## src/vls_defs.svh

```systemverilog
// Address map, field positions, reset values and masks of the serial port
`ifndef VLS_DEFS_SVH
`define VLS_DEFS_SVH
// Register addresses, kept as the address decoder compares them
`define VLS_ADDR_SHIFT 32'hFFFF_F2E0
`define VLS_ADDR_CTRL 32'hFFFF_F2E2
`define VLS_ADDR_FMT 32'h0FFF_F2E4
`define VLS_ADDR_PRE 32'hFFFF_F2E6
`define VLS_ADDR_DIV 32'h0FFF_F2E8
// Reset values
`define VLS_CTRL_RST 8'h00
`define VLS_FMT_RST 8'h00
`define VLS_PRE_RST 8'h00
`define VLS_DIV_RST 8'h7F
`define VLS_WORD_RST 16'h0000
// Writable bits; the rest read as zero
`define VLS_CTRL_MASK 8'h85
`define VLS_FMT_MASK 8'h7F
`define VLS_PRE_MASK 8'h07
`define VLS_DIV_MASK 8'h7F
// Bit positions
`define VLS_EN_BIT 7
`define VLS_MODE_BIT 2
`define VLS_SRC_BIT 0
`define VLS_CPOL_BIT 6
`define VLS_DPHA_BIT 5
`define VLS_DIR_BIT 4
`define VLS_LEN_TOP 3
// Frame lengths
`define VLS_LEN_FULL 5'h10
`define VLS_LEN_BASE 5'h08
`endif

```

## src/vls_pkg.sv

```systemverilog
// Types shared by the serial port logic
package vls_pkg;
    typedef enum logic {VLS_IDLE, VLS_BUSY} vls_state_e; // Transfer state
    typedef logic [15:0] vls_word_t; // One serial word
endpackage : vls_pkg

```

## src/vls_serial_io.sv

```systemverilog
// Transmit FIFO and the variable length clocked serial port
`include "vls_defs.svh"

// Word FIFO with registered ready and valid flags
module vls_fifo #(
    parameter int WIDTH = 16,
    parameter int DEPTH = 16
) (
    input wire logic clock, // Core clock
    input wire logic reset_n, // Async reset, active low
    input wire logic clear, // Drop all words
    input wire logic in_valid, // Word offered
    output logic in_ready, // Room for a word
    input wire logic [WIDTH-1:0] in_data, // Word in
    output logic out_valid, // Word available
    input wire logic out_ready, // Word taken
    output logic [WIDTH-1:0] out_data // Oldest word
);
    localparam int AW = $clog2(DEPTH);
    localparam int CW = $clog2(DEPTH + 1);
    localparam logic [CW-1:0] FULL = CW'(DEPTH);
    logic [WIDTH-1:0] mem [DEPTH]; // Storage
    logic [AW-1:0] wp_reg, wp_next; // Write pointer
    logic [AW-1:0] rp_reg, rp_next; // Read pointer
    logic [CW-1:0] cnt_reg, cnt_next; // Fill level
    logic rdy_reg, rdy_next; // Not full
    logic val_reg, val_next; // Not empty
    logic push; // Write this cycle
    logic pop; // Read this cycle

    // Pointer and level update
    always_comb begin
        push = in_valid && rdy_reg;
        pop = out_ready && val_reg;
        wp_next = push ? AW'(wp_reg + 1'b1) : wp_reg;
        rp_next = pop ? AW'(rp_reg + 1'b1) : rp_reg;
        cnt_next = cnt_reg;
        if (push && !pop) begin
            cnt_next = CW'(cnt_reg + 1'b1);
        end else if (pop && !push) begin
            cnt_next = CW'(cnt_reg - 1'b1);
        end
        if (clear) begin
            wp_next = '0;
            rp_next = '0;
            cnt_next = '0;
        end
        rdy_next = cnt_next != FULL;
        val_next = cnt_next != '0;
    end

    // State registers
    always_ff @(posedge clock or negedge reset_n) begin
        if (!reset_n) begin
            wp_reg <= '0;
            rp_reg <= '0;
            cnt_reg <= '0;
            rdy_reg <= 1'b1;
            val_reg <= 1'b0;
        end else begin
            wp_reg <= wp_next;
            rp_reg <= rp_next;
            cnt_reg <= cnt_next;
            rdy_reg <= rdy_next;
            val_reg <= val_next;
        end
    end

    // Storage has no reset; flags guard it
    always_ff @(posedge clock) begin
        if (push) begin
            mem[wp_reg] <= in_data;
        end
    end

    assign in_ready = rdy_reg;
    assign out_valid = val_reg;
    assign out_data = mem[rp_reg];
endmodule : vls_fifo

// Notes on behaviour
// - Disabled: no shifting, counter clear, pins released
// - Enabled: shifter runs; unused pin stays port
// - Mode selects write start or read start
// - Source bit picks pin clock or generator
// - Direction bit picks MSB or LSB first
// - Length codes 0xxx are 16, 1xxx are 8 to 15
// - Polarity and phase bits set level and edges
// - Prescaler divides core clock by two power n
// - Divider k divides source by 2k, k nonzero
// - Reset clears control, format, prescaler
// - Reset loads divider with all ones
// - Bit writes allowed only on control, format
// - Auto stop and done pulse at final edge
// - Short words sit low; upper received bits zero
module vls_serial_io
    import vls_pkg::*;
#(
    parameter int FIFO_DEPTH = 16 // Transmit words buffered
) (
    input wire logic clock, // Core clock, 250 MHz
    input wire logic reset_n, // Async reset, active low
    input wire logic [31:0] cpu_addr, // Register address
    input wire logic cpu_wr, // Byte or word write strobe
    input wire logic cpu_bit_wr, // Single bit write strobe
    input wire logic [2:0] cpu_bit_pos, // Bit for single bit write
    input wire logic [15:0] cpu_wdata, // Write data, bit value in bit 0
    input wire logic cpu_rd, // Read strobe
    output logic [15:0] cpu_rdata, // Read data, next cycle
    output logic cpu_wr_ready, // Transmit FIFO has room
    input wire logic sck_in, // Serial clock pin level
    output logic sck_out, // Serial clock drive
    output logic sck_oe, // Serial clock driven
    output logic so_out, // Serial data out
    output logic so_oe, // Serial data out driven
    input wire logic si_in, // Serial data in
    output logic transfer_done_irq, // Word done, one cycle
    output logic xfer_busy // Transfer in progress
);
    logic [7:0] ctrl_reg, ctrl_next; // serial_control
    logic [7:0] fmt_reg, fmt_next; // frame_format_setting
    logic [7:0] pre_reg, pre_next; // baud_prescaler_select
    logic [7:0] div_reg, div_next; // baud_divider_select
    logic [15:0] rdata_reg, rdata_next; // Read data
    vls_state_e st_reg, st_next; // Transfer state
    vls_word_t tx_reg, tx_next; // Word being sent
    vls_word_t rxw_reg, rxw_next; // Word being built
    vls_word_t rx_reg, rx_next; // Last received word
    logic [4:0] cnt_reg, cnt_next; // Bits sampled
    logic [13:0] brg_reg, brg_next; // Baud countdown
    logic ph_reg, ph_next; // Clock in active half
    logic sckp_reg, sckp_next; // Previous pin clock
    logic sck_reg, sck_nx; // Clock pin drive
    logic sckoe_reg, sckoe_nx; // Clock pin enable
    logic so_reg, so_nx; // Data pin drive
    logic sooe_reg, sooe_nx; // Data pin enable
    logic irq_reg, irq_nx; // Done pulse
    logic busy_reg, busy_nx; // Busy flag
    logic en, mode, src, cpol, dpha, dir; // Decoded bits
    logic [4:0] len; // Frame length in bits
    logic [13:0] reload; // Half bit period minus one
    logic sel_shift; // Shift register addressed
    logic f_valid, f_ready, f_pop, f_push; // FIFO handshake
    vls_word_t f_data; // FIFO head
    logic tick, lead, trail, smp, drv; // Edge events

    // Bit position of serial step c in the word
    function automatic logic [3:0] bit_idx(input logic [4:0] c, input logic [4:0] l,
                                           input logic d);
        logic [4:0] t;
        t = d ? 5'(l - c - 5'h01) : c;
        return t[3:0];
    endfunction : bit_idx

    // Field decode
    always_comb begin
        en = ctrl_reg[`VLS_EN_BIT];
        mode = ctrl_reg[`VLS_MODE_BIT];
        src = ctrl_reg[`VLS_SRC_BIT];
        cpol = fmt_reg[`VLS_CPOL_BIT];
        dpha = fmt_reg[`VLS_DPHA_BIT];
        dir = fmt_reg[`VLS_DIR_BIT];
        // Code 0000 is a full word, 1xxx adds to eight
        len = fmt_reg[`VLS_LEN_TOP] ? 5'(`VLS_LEN_BASE + fmt_reg[2:0]) : `VLS_LEN_FULL;
        // Period is 2^n times k core cycles per edge, two edges per bit
        reload = 14'((14'(div_reg[6:0]) << pre_reg[2:0]) - 14'h0001);
        sel_shift = cpu_addr == `VLS_ADDR_SHIFT;
    end

    // Words written in transmit mode queue up; a full FIFO drops the write
    assign f_push = cpu_wr && sel_shift && en && !mode;
    assign f_pop = (st_reg == VLS_IDLE) && en && !mode && f_valid;

    vls_fifo #(.WIDTH(16), .DEPTH(FIFO_DEPTH)) u_txq (
        .clock(clock),
        .reset_n(reset_n),
        .clear(!en),
        .in_valid(f_push),
        .in_ready(f_ready),
        .in_data(cpu_wdata),
        .out_valid(f_valid),
        .out_ready(f_pop),
        .out_data(f_data)
    );

    // Register writes and read data
    always_comb begin
        ctrl_next = ctrl_reg;
        fmt_next = fmt_reg;
        pre_next = pre_reg;
        div_next = div_reg;
        if (cpu_wr) begin
            if (cpu_addr == `VLS_ADDR_CTRL) begin
                ctrl_next = cpu_wdata[7:0] & `VLS_CTRL_MASK;
            end else if (cpu_addr == `VLS_ADDR_FMT) begin
                fmt_next = cpu_wdata[7:0] & `VLS_FMT_MASK;
            end else if (cpu_addr == `VLS_ADDR_PRE) begin
                pre_next = cpu_wdata[7:0] & `VLS_PRE_MASK;
            end else if (cpu_addr == `VLS_ADDR_DIV) begin
                div_next = cpu_wdata[7:0] & `VLS_DIV_MASK;
            end
        end else if (cpu_bit_wr) begin
            // Single bit writes reach only control and format
            if (cpu_addr == `VLS_ADDR_CTRL) begin
                ctrl_next[cpu_bit_pos] = cpu_wdata[0];
                ctrl_next = ctrl_next & `VLS_CTRL_MASK;
            end else if (cpu_addr == `VLS_ADDR_FMT) begin
                fmt_next[cpu_bit_pos] = cpu_wdata[0];
                fmt_next = fmt_next & `VLS_FMT_MASK;
            end
        end
        rdata_next = rdata_reg;
        if (cpu_rd) begin
            if (sel_shift) begin
                rdata_next = rx_reg;
            end else if (cpu_addr == `VLS_ADDR_CTRL) begin
                rdata_next = {8'h00, ctrl_reg};
            end else if (cpu_addr == `VLS_ADDR_FMT) begin
                rdata_next = {8'h00, fmt_reg};
            end else if (cpu_addr == `VLS_ADDR_PRE) begin
                rdata_next = {8'h00, pre_reg};
            end else if (cpu_addr == `VLS_ADDR_DIV) begin
                rdata_next = {8'h00, div_reg};
            end else begin
                rdata_next = `VLS_WORD_RST; // Unmapped reads give zero
            end
        end
    end

    // Register state
    always_ff @(posedge clock or negedge reset_n) begin
        if (!reset_n) begin
            ctrl_reg <= `VLS_CTRL_RST;
            fmt_reg <= `VLS_FMT_RST;
            pre_reg <= `VLS_PRE_RST;
            div_reg <= `VLS_DIV_RST;
            rdata_reg <= `VLS_WORD_RST;
        end else begin
            ctrl_reg <= ctrl_next;
            fmt_reg <= fmt_next;
            pre_reg <= pre_next;
            div_reg <= div_next;
            rdata_reg <= rdata_next;
        end
    end

    // Shift engine: edges, sampling, driving and stop
    always_comb begin
        st_next = st_reg;
        tx_next = tx_reg;
        rxw_next = rxw_reg;
        rx_next = rx_reg;
        cnt_next = cnt_reg;
        brg_next = brg_reg;
        ph_next = ph_reg;
        so_nx = so_reg;
        irq_nx = 1'b0;
        sckp_next = sck_in;
        tick = 1'b0;
        // Generator runs only inside a frame, so each frame starts on a full period
        if (st_reg == VLS_BUSY && src) begin
            tick = brg_reg == 14'h0000;
            brg_next = tick ? reload : 14'(brg_reg - 14'h0001);
        end else begin
            brg_next = reload;
        end
        // Leading edge leaves the idle level, trailing edge returns to it
        if (src) begin
            lead = tick && !ph_reg;
            trail = tick && ph_reg;
        end else begin
            lead = st_reg == VLS_BUSY && sck_in != sckp_reg && sck_in == cpol;
            trail = st_reg == VLS_BUSY && sck_in != sckp_reg && sck_in != cpol;
        end
        // Phase bit 0 drives on leading and samples on trailing; 1 swaps
        smp = dpha ? lead : trail;
        drv = dpha ? trail : lead;
        if (lead) begin
            ph_next = 1'b1;
        end
        if (trail) begin
            ph_next = 1'b0;
        end
        case (st_reg)
            VLS_IDLE: begin
                if (f_pop) begin
                    // Write start: first bit is on the pin before the first edge
                    st_next = VLS_BUSY;
                    tx_next = f_data;
                    rxw_next = `VLS_WORD_RST;
                    so_nx = f_data[bit_idx(5'h00, len, dir)];
                end else if (en && mode && cpu_rd && sel_shift) begin
                    st_next = VLS_BUSY; // Read start, nothing sent
                    tx_next = `VLS_WORD_RST;
                    rxw_next = `VLS_WORD_RST;
                end
            end
            VLS_BUSY: begin
                if (drv && cnt_reg < len) begin
                    so_nx = tx_reg[bit_idx(cnt_reg, len, dir)];
                end
                if (smp) begin
                    // Unused upper bits were cleared at start
                    rxw_next[bit_idx(cnt_reg, len, dir)] = si_in;
                    cnt_next = 5'(cnt_reg + 5'h01);
                end
                // Stop after the last bit on the final clock edge
                if (trail && cnt_next == len) begin
                    st_next = VLS_IDLE;
                    cnt_next = 5'h00;
                    rx_next = rxw_next;
                    irq_nx = 1'b1;
                end
            end
            default: st_next = VLS_IDLE;
        endcase
        // Disable aborts the frame and holds the counter clear
        if (!en) begin
            st_next = VLS_IDLE;
            cnt_next = 5'h00;
            ph_next = 1'b0;
            irq_nx = 1'b0;
        end
        sck_nx = ph_next ? cpol : !cpol;
        sckoe_nx = en && src;
        sooe_nx = en && !mode;
        busy_nx = st_next == VLS_BUSY;
    end

    // Shift engine state
    always_ff @(posedge clock or negedge reset_n) begin
        if (!reset_n) begin
            st_reg <= VLS_IDLE;
            tx_reg <= `VLS_WORD_RST;
            rxw_reg <= `VLS_WORD_RST;
            rx_reg <= `VLS_WORD_RST;
            cnt_reg <= 5'h00;
            brg_reg <= 14'h0000;
            ph_reg <= 1'b0;
            sckp_reg <= 1'b1;
            sck_reg <= 1'b1;
            sckoe_reg <= 1'b0;
            so_reg <= 1'b0;
            sooe_reg <= 1'b0;
            irq_reg <= 1'b0;
            busy_reg <= 1'b0;
        end else begin
            st_reg <= st_next;
            tx_reg <= tx_next;
            rxw_reg <= rxw_next;
            rx_reg <= rx_next;
            cnt_reg <= cnt_next;
            brg_reg <= brg_next;
            ph_reg <= ph_next;
            sckp_reg <= sckp_next;
            sck_reg <= sck_nx;
            sckoe_reg <= sckoe_nx;
            so_reg <= so_nx;
            sooe_reg <= sooe_nx;
            irq_reg <= irq_nx;
            busy_reg <= busy_nx;
        end
    end

    assign cpu_rdata = rdata_reg;
    assign cpu_wr_ready = f_ready;
    assign sck_out = sck_reg;
    assign sck_oe = sckoe_reg;
    assign so_out = so_reg;
    assign so_oe = sooe_reg;
    assign transfer_done_irq = irq_reg;
    assign xfer_busy = busy_reg;

    a_off_idle: assert property (@(posedge clock) disable iff (!reset_n)
        !en |=> !xfer_busy && cnt_reg == 5'h00 && !sck_oe && !so_oe)
        else $error("disabled port not idle");
    a_rx_only: assert property (@(posedge clock) disable iff (!reset_n)
        en && mode |=> !so_oe)
        else $error("data out driven in receive mode");
    a_read_start: assert property (@(posedge clock) disable iff (!reset_n)
        st_reg == VLS_IDLE && en && mode && cpu_rd && sel_shift |=> xfer_busy)
        else $error("read did not start transfer");
    a_pin_clock: assert property (@(posedge clock) disable iff (!reset_n)
        en && !src |=> !sck_oe)
        else $error("clock driven with pin source");
    a_bit_count: assert property (@(posedge clock) disable iff (!reset_n)
        irq_nx |-> cnt_reg == len || (cnt_reg == 5'(len - 5'h01) && smp))
        else $error("frame ended at wrong bit count");
    a_idle_level: assert property (@(posedge clock) disable iff (!reset_n)
        !ph_reg |=> sck_out == !$past(cpol) || ph_reg)
        else $error("clock not at idle level");
    a_brg_reload: assert property (@(posedge clock) disable iff (!reset_n)
        tick |=> brg_reg == $past(reload))
        else $error("baud counter reload wrong");
    a_pre_bits: assert property (@(posedge clock) disable iff (!reset_n)
        cpu_bit_wr && cpu_addr == `VLS_ADDR_PRE && !cpu_wr |=> $stable(pre_reg))
        else $error("bit write changed prescaler");
    a_done_stop: assert property (@(posedge clock) disable iff (!reset_n)
        transfer_done_irq |-> !xfer_busy ##1 !transfer_done_irq)
        else $error("done pulse without stop");
endmodule : vls_serial_io

```

## config.mk

```make
export PLATFORM = sky130hd
export DESIGN_NAME = vls_serial_io
export DESIGN_NICKNAME = d
export VERILOG_FILES = /design/src/vls_pkg.sv /design/src/vls_serial_io.sv
export VERILOG_INCLUDE_DIRS = /design/src
export SDC_FILE = /design/constraint.sdc
export NUM_CORES = 1
export LEC_CHECK = 0
export BUFFER_PORTS_ARGS = -buffer_cell sky130_fd_sc_hd__buf_4
export CORE_MARGIN = 4
export CORE_UTILIZATION = 55
export CTS_BUF_LIST = sky130_fd_sc_hd__clkbuf_8
export CTS_CLUSTER_DIAMETER = 80
export DETAILED_ROUTE_END_ITERATION = 12
export PLACE_DENSITY = 0.85
export REMOVE_ABC_BUFFERS = 1
export SLEW_MARGIN = 20
export SYNTH_ARGS = -nofsm -noshare
export SYNTH_HDL_FRONTEND = slang
export SYNTH_HIERARCHICAL = 1
export SYNTH_SLANG_ARGS = --single-unit
```

## constraint.sdc

```tcl
create_clock -name clock -period 3.1 [get_ports clock]
set_clock_uncertainty 0.15 [all_clocks]
set_input_delay 0.31 -clock clock [delete_from_list [all_inputs] [get_ports clock]]
set_output_delay 0.31 -clock clock [all_outputs]
set_load 0.005 [all_outputs]
```

# Word-level counts from Yosys, hierarchy flattened
# Memory sizes are Yosys's and may differ from the RTL's.
# Cells that the tools add are included.
[word_totals] ram_bits=256 inputBits=58 regBits=132 elab_cells=173 memories=1 out_inout_bits=23 mem_bits_ro=0 latch_bits=0
[memory_table] memory="u_txq.mem" depth=16 word_bits=16 rd=1 rd_ports_with_merged_regs=0 wr=1 line_no="vls_serial_io.sv:22" source="logic [WIDTH-1:0] mem [DEPTH];"
[op_classes] n_mul=0 div_mod_pow=0 bitwise=4 n_lt_le_gt_ge=6 n_mux=70 n_reduce_logical=41 n_addsub=11 eq_ne=16 shifts=1
[ops] cell="$eq 32x32->1 const B" count=3
[ops] cell="$mux 8" count=12
[ops] cell="$mux 16" count=5
[ops] cell="$eq 32x28->1 const B" count=2
[ops] cell="$mux 5" count=9
[ops] cell="$pmux 16 s2" count=1
[ops] cell="$mux 14" count=2
[ops] cell="$sub 14x1->14 const B" count=2
[ops] cell="$logic_and 1x1->1" count=25
[ops] cell="$mux 1" count=24
[ops] cell="$mux 4" count=6
[ops] cell="$bwmux 16" count=1
[ops] cell="$bwmux 8" count=2
[ops] cell="$logic_not 14->1" count=1
[ops] cell="$mux 7" count=2
[ops] cell="$shl 7x3->14" count=1
[ops] cell="$add 5x1->5 const B" count=2
[ops] cell="$lt 4x5->1 const B" count=2
[ops] cell="$ne 2x1->1 const B" count=5
[ops] cell="$add 4x1->4 const B" count=2
[ops] cell="$bmux 1 s4" count=2
[ops] cell="$reduce_and 2->1" count=4
[ops] cell="$sub 4x1->4 const B" count=2
[ops] cell="$add 4x3->5 const A" count=1
[ops] cell="other kinds (21)" count=31

# Logic depth before layout (Yosys ltp)
[logic_depth] ltp_word=12 depth_mapped=13 mapped_depth_nobuf=12

# Cells and area by module
# The synthesis kept the hierarchy.
[modules_own_cells] mod="vls_fifo" seq_area_each_um2=8064.0 cells_per_inst=467 area_each_um2=10695.3 n_inst=1
[modules_own_cells] mod="vls_serial_io" seq_area_each_um2=2788.9 cells_per_inst=693 area_each_um2=6874.1 n_inst=1

# Worst setup path before layout
# Ideal clock, no wire load.
[synth_timing] kind="input port to flip-flop" from="input cpu_addr[8]" to="memory u_txq.mem[11][0] (enable)" path_buffers=1 setup_slack_ns=-0.618 required_time_ns=2.576 stages=9 setup_time_ns=0.374 arrival_ns=3.195 cell_sequence="or4b_1 nor4_1 nand4b_1 nor2_1 clkbuf_1 and3_1 nand2_1 nor3b_1 and2_1"
[synth_between] elab_chain_cells=7
[synth_lines] element="from (decl)" line_no="vls_serial_io.sv:103" source="input wire logic [31:0] cpu_addr,"
[synth_lines] element="$eq 32x32->1 (no source line)"
[synth_lines] element="$logic_and 1x1->1 (3 in a row)" line_no="vls_serial_io.sv:171" source="assign f_push = cpu_wr && sel_shift && en && !mode;"
[synth_lines] element="named net f_push" line_no="vls_serial_io.sv:143" source="logic f_valid, f_ready, f_pop, f_push;"
[synth_lines] element="$logic_and 1x1->1" line_no="vls_serial_io.sv:33" source="push = in_valid && rdy_reg;"
[synth_lines] element="$mux 1" line_no="vls_serial_io.sv:71" source="if (push) begin"
[synth_lines] element="$mux 1 (implied by the code)" line_no="vls_serial_io.sv:72" source="mem[wp_reg] <= in_data;"
[synth_lines] element="to (decl)" line_no="vls_serial_io.sv:22"
# The timed path passes the listed nets, and every way through them passes these cells.

# Worst setup path in the final report
[layout_timing] from="register brg_reg[0]" to="register rx_reg[9]"
[layout_between] elab_chain_cells=10 word_cells_on_any_way=13 classes_between="eq/ne: 1; mux: 7; reduce/logical: 5"
[layout_lines] element="from (decl)" line_no="vls_serial_io.sv:130" source="logic [13:0] brg_reg, brg_next;"
[layout_lines] element="from (signal assigned)" line_no="vls_serial_io.sv:353" source="brg_reg <= brg_next;"
[layout_lines] element="$logic_not 14->1 *" line_no="vls_serial_io.sv:262" source="tick = brg_reg == 14'h0000;"
[layout_lines] element="$mux 1 *" line_no="vls_serial_io.sv:261" source="if (st_reg == VLS_BUSY && src) begin"
[layout_lines] element="$logic_and 1x1->1, on equally long branches" line_no="vls_serial_io.sv:270, vls_serial_io.sv:269"
[layout_lines] element="$mux 1" line_no="vls_serial_io.sv:268" source="if (src) begin"
[layout_lines] element="$mux 1" line_no="vls_serial_io.sv:276" source="smp = dpha ? lead : trail;"
[layout_lines] element="$mux 5" line_no="vls_serial_io.sv:302" source="if (smp) begin"
[layout_lines] element="$mux 5" line_no="vls_serial_io.sv:284" source="case (st_reg)"
[layout_lines] element="$eq 5x5->1" line_no="vls_serial_io.sv:308" source="if (trail && cnt_next == len) begin"
[layout_lines] element="$logic_and 1x1->1" line_no="vls_serial_io.sv:308"
[layout_lines] element="$reduce_and 2->1 (no source line)"
[layout_lines] element="to (signal assigned)" line_no="vls_serial_io.sv:336" source="rx_reg <= `VLS_WORD_RST;"
[layout_lines] element="to (signal assigned)" line_no="vls_serial_io.sv:351" source="rx_reg <= rx_next;"
[layout_lines] element="to (decl)" line_no="vls_serial_io.sv:128" source="vls_word_t rx_reg, rx_next;"
# Every way passes the cells marked *; elsewhere a longest branch is shown, timed or not. The select of a mux whose other input is x is not followed.
# A chain may end at the register's enable or synchronous reset.

==> reports/qor.csv <==
stage,metric,value,unit
run_status,status,"complete, but fails checks",
run_status,violations,negative setup slack,
detailed_routing,via_count,11700,
setup_path,max_stage_delay,0.39,ns
clock_tree,h-tree-depth,2,
detailed_routing,wl_per_cell,23.9,um
power_and_ir_drop,ir_drop,0.000606,V
global_route,grt_pass1_wl,68800,um
finish,finish.net_count,1507,
synthesis,synth_xor_area_frac,0.0177,
synthesis,synth_flop_cell,edfxtp_1,
sta,layout_min_cycle_time,3.36,ns
detailed_routing,antenna_left,0,
clock_tree,cts_sinks,382,
finish,largest_register_ffs,256,
clock_tree,cts_buffers,59,
sta,worstMarginPinSlew,0.753,ns
die,dieArea,34900,um^2
setup_path,critPathLaunchType,register,
power_and_ir_drop,power.density,476,nW/um^2
synthesis,yosys.area.top_type_share,0.438,
synthesis,yosys_warnings,6,
synthesis,syn_area,17600,um^2
die,die_y,187,um
synthesis,yosys-mux-area-fraction,0.158,
placed_design,routabilityCongestion,0.911,
clock_tree,clkTransAtPathRegs,0.06,ns
power_and_ir_drop,leakagePower,8.03,nW
sta,hold_violations,0,
sta,rsz0062_at_grt,true,
die,ioPinCount,81,
synthesis,yosysTopAreaCell,edfxtp_1,
job,drv_cap,0,
detailed_routing,viasPerCell,6.22,
clock_tree,cts-root-buf,clkbuf_8,
power_and_ir_drop,power_frac_seq,0.534,
placed_design,hpwlAfterDp,28800,um
setup_path,crit_path_cell_trace,inv_2 > ha_4 > nor4b_4 > nand4_2 > and3_4 > buf_4 > o31ai_1 > buf_4 > o2111a_1 > o2111a_2 > buf_8 > mux2_4,
power_and_ir_drop,p_switching,2.27,mW
die,core_area,31600,um^2
setup_path,critPathRequiredTime,3.45,ns
synthesis,post_synth_fa_ha_maj_area_fraction,0.0147,
finish,final_common_cell,edfxtp_1,
power_and_ir_drop,power.total,10.2,mW
sta,slew_headroom,0.498,
clock_tree,worstSkewPairLatency,0.65,ns
power_and_ir_drop,intPower,7.97,mW
power_and_ir_drop,clockPowerShare,0.442,
synthesis,syn_inst,1160,
setup_path,cp.arrival,3.70,ns
global_route,grt_pass1_vias,12000,
synthesis,async_flop_share,0.330,
global_route,grt_max_degree,57,
synthesis,syn-mean-instance-area,15.1,um^2
global_route,antenna_found_initial,0,
finish,diodes,0,
detailed_routing,dr.pass1.iters,5,
synthesis,synth_seq_area_share,0.618,
placed_design,numPortBuffers,80,
synthesis,synth_cell_types,87,
sta,whs,0.0658,ns
synthesis,synth-seq-cells,382,
detailed_routing,detailedRoute.firstIterationViolations,1240,
detailed_routing,routed_wl,45000,um
sta,worst_slack,-0.255,ns
die,core.rowCount,65,
setup_path,cpMostUsedCell,buf_4,
synthesis,synth_top_family_by_area,multiplexers,
sta,setup_violations,20,
finish,drive_above_1_share,0.342,
synthesis,synth_area_leaders,"edfxtp_1 44%, dfrtp_1 17%, mux4_2 9.4%, mux2_2 2.7%, mux4_1 1.9%",
sta,slew_violations,0,
global_route,track_usage,0.252,
worst_hold_path,hp-class,input port to register,
clock_tree,clock_path_buffers,3,
finish,fillers,1978,
setup_path,cp_max_fo,12,
setup_path,endpoint_kind,register,
clock_tree,cts_tree,built,
finish,syn2layout_area_growth,22.3,%
synthesis,synth-simple-area-share,0.0950,
sta,min_period_over_period,1.08,
detailed_routing,drc,0,
synthesis,synth_edf_count,256,
sta,fmax,298,MHz
power_and_ir_drop,switching_share,0.222,
setup_path,critical_path.slowest_cell,dfrtp_1,
power_and_ir_drop,pwr-share-comb,0.024,
die,initial_core_util,0.557,
finish,largest-register,u_txq/mem,
synthesis,synth-compound-area-share,0.0685,
setup_path,critical_path_class,register to register,
global_route,overflow,0,
finish,layout.cells.most_common_list,"256 x edfxtp_1, 207 x buf_4, 113 x dfrtp_1",
die,die_w,187,um
kinds of logic (layout without fill, tap and decap cells):
| group | after synthesis | after routing |
|---|---|---|
| flops | 382 | 382 |
| buf+inv | 93 | 413 |
| compound gates | 170 | 170 |
| mux | 153 | 153 |
| xor+xnor | 34 | 34 |
| fa+ha+maj | 20 | 20 |
| simple gates | 308 | 308 |
layer usage:
metal / routed length [um] / global-route usage / vias up
li1: - / - / 5089
met1: 17400 / 0.328 / 5899
met2: 22700 / 0.428 / 623
met3: 3720 / 0.0576 / 94
met4: 1220 / 0.0799 / 0
met5: 0 / 0 / -
per-stage QoR:
step	cells	worst slack, ns	TNS [ns]	utilization	instance area, um^2
3_3_place_gp	1713	-0.350	-45.63	0.620	19600
5_1_grt	1882	-0.357	-6.85	0.681	21500
2_1_floorplan	1104	-1.78	-170.36	-	17200
3_5_place_dp	1713	-0.402	-60.23	0.620	19600
4_1_cts	1874	-0.0746	-0.894	0.677	21300
6_report	1882	-0.255	-4.35	0.681	21500
critical path: cells and delay by family, from the launching register on:
family | cells | cell delay (ns)
fa+ha+maj | 1 | 0.13
buf+inv | 4 | 0.65
simple gates | 3 | 0.68
mux | 1 | 0.31
flops | 1 | 0.39
compound gates | 3 | 0.89
synth_stat cells (27+ instances only):
| library cell | number |
|---|---|
| nor3_1 | 27 |
| dfrtp_1 | 116 |
| nand2_1 | 90 |
| o21ai_0 | 33 |
| a22o_1 | 31 |
| a21oi_1 | 32 |
| nor2_1 | 50 |
| clkbuf_1 | 31 |
| edfxtp_1 | 256 |
| inv_1 | 35 |
| mux2_2 | 42 |
| mux4_2 | 73 |
timing repair:
| item | CTS | global route |
|---|---|---|
| hold buffers | 28 | 0 |
| resized for setup | 21 | 14 |
| endpoints found under the setup margin | 20 | 35 |
| hold endpoints to repair | 340 | 0 |
| cloned | 1 | 2 |
| pin swaps | 8 | 10 |
| buffers inserted | 20 | 8 |
worst paths after layout:
path	cells past startpoint	endpoint	from	slack, ns
worst min-delay path	5	cpu_rdata[5]	cpu_addr[2]	0.07
max in group asynchronous	3	tx_reg[5]	reset_n	1.86
worst max-delay path	12	rx_reg[9]	brg_reg[0]	-0.26
worst min register to register	1	rxw_reg[1]	rxw_reg[1]	0.36
worst max register to register	12	rx_reg[9]	brg_reg[0]	-0.26
min in group asynchronous	2	rx_reg[13]	reset_n	0.14
power by group through the flow:
stage	clock network (mW)	registers [mW]	logic [mW]
floorplan	0	5.57	0.0258
global placement	0	5.56	0.206
detailed placement	0	5.56	0.216
CTS	4.54	5.46	0.245
global route	4.85	5.46	0.270
finish	4.53	5.46	0.246
area by class of cell:
type | count | area (um^2) | area share
inverters | 37 | 139 | 0.00647
clock inverters | 49 | 397 | 0.0185
well taps | 402 | 503 | 0.0234
repair buffers | 264 | 2370 | 0.110
clock buffers | 63 | 867 | 0.0404
multi-input cells | 685 | 6340 | 0.295
flip-flops and latches | 382 | 10900 | 0.506
(Power assumes the default switching activity.)
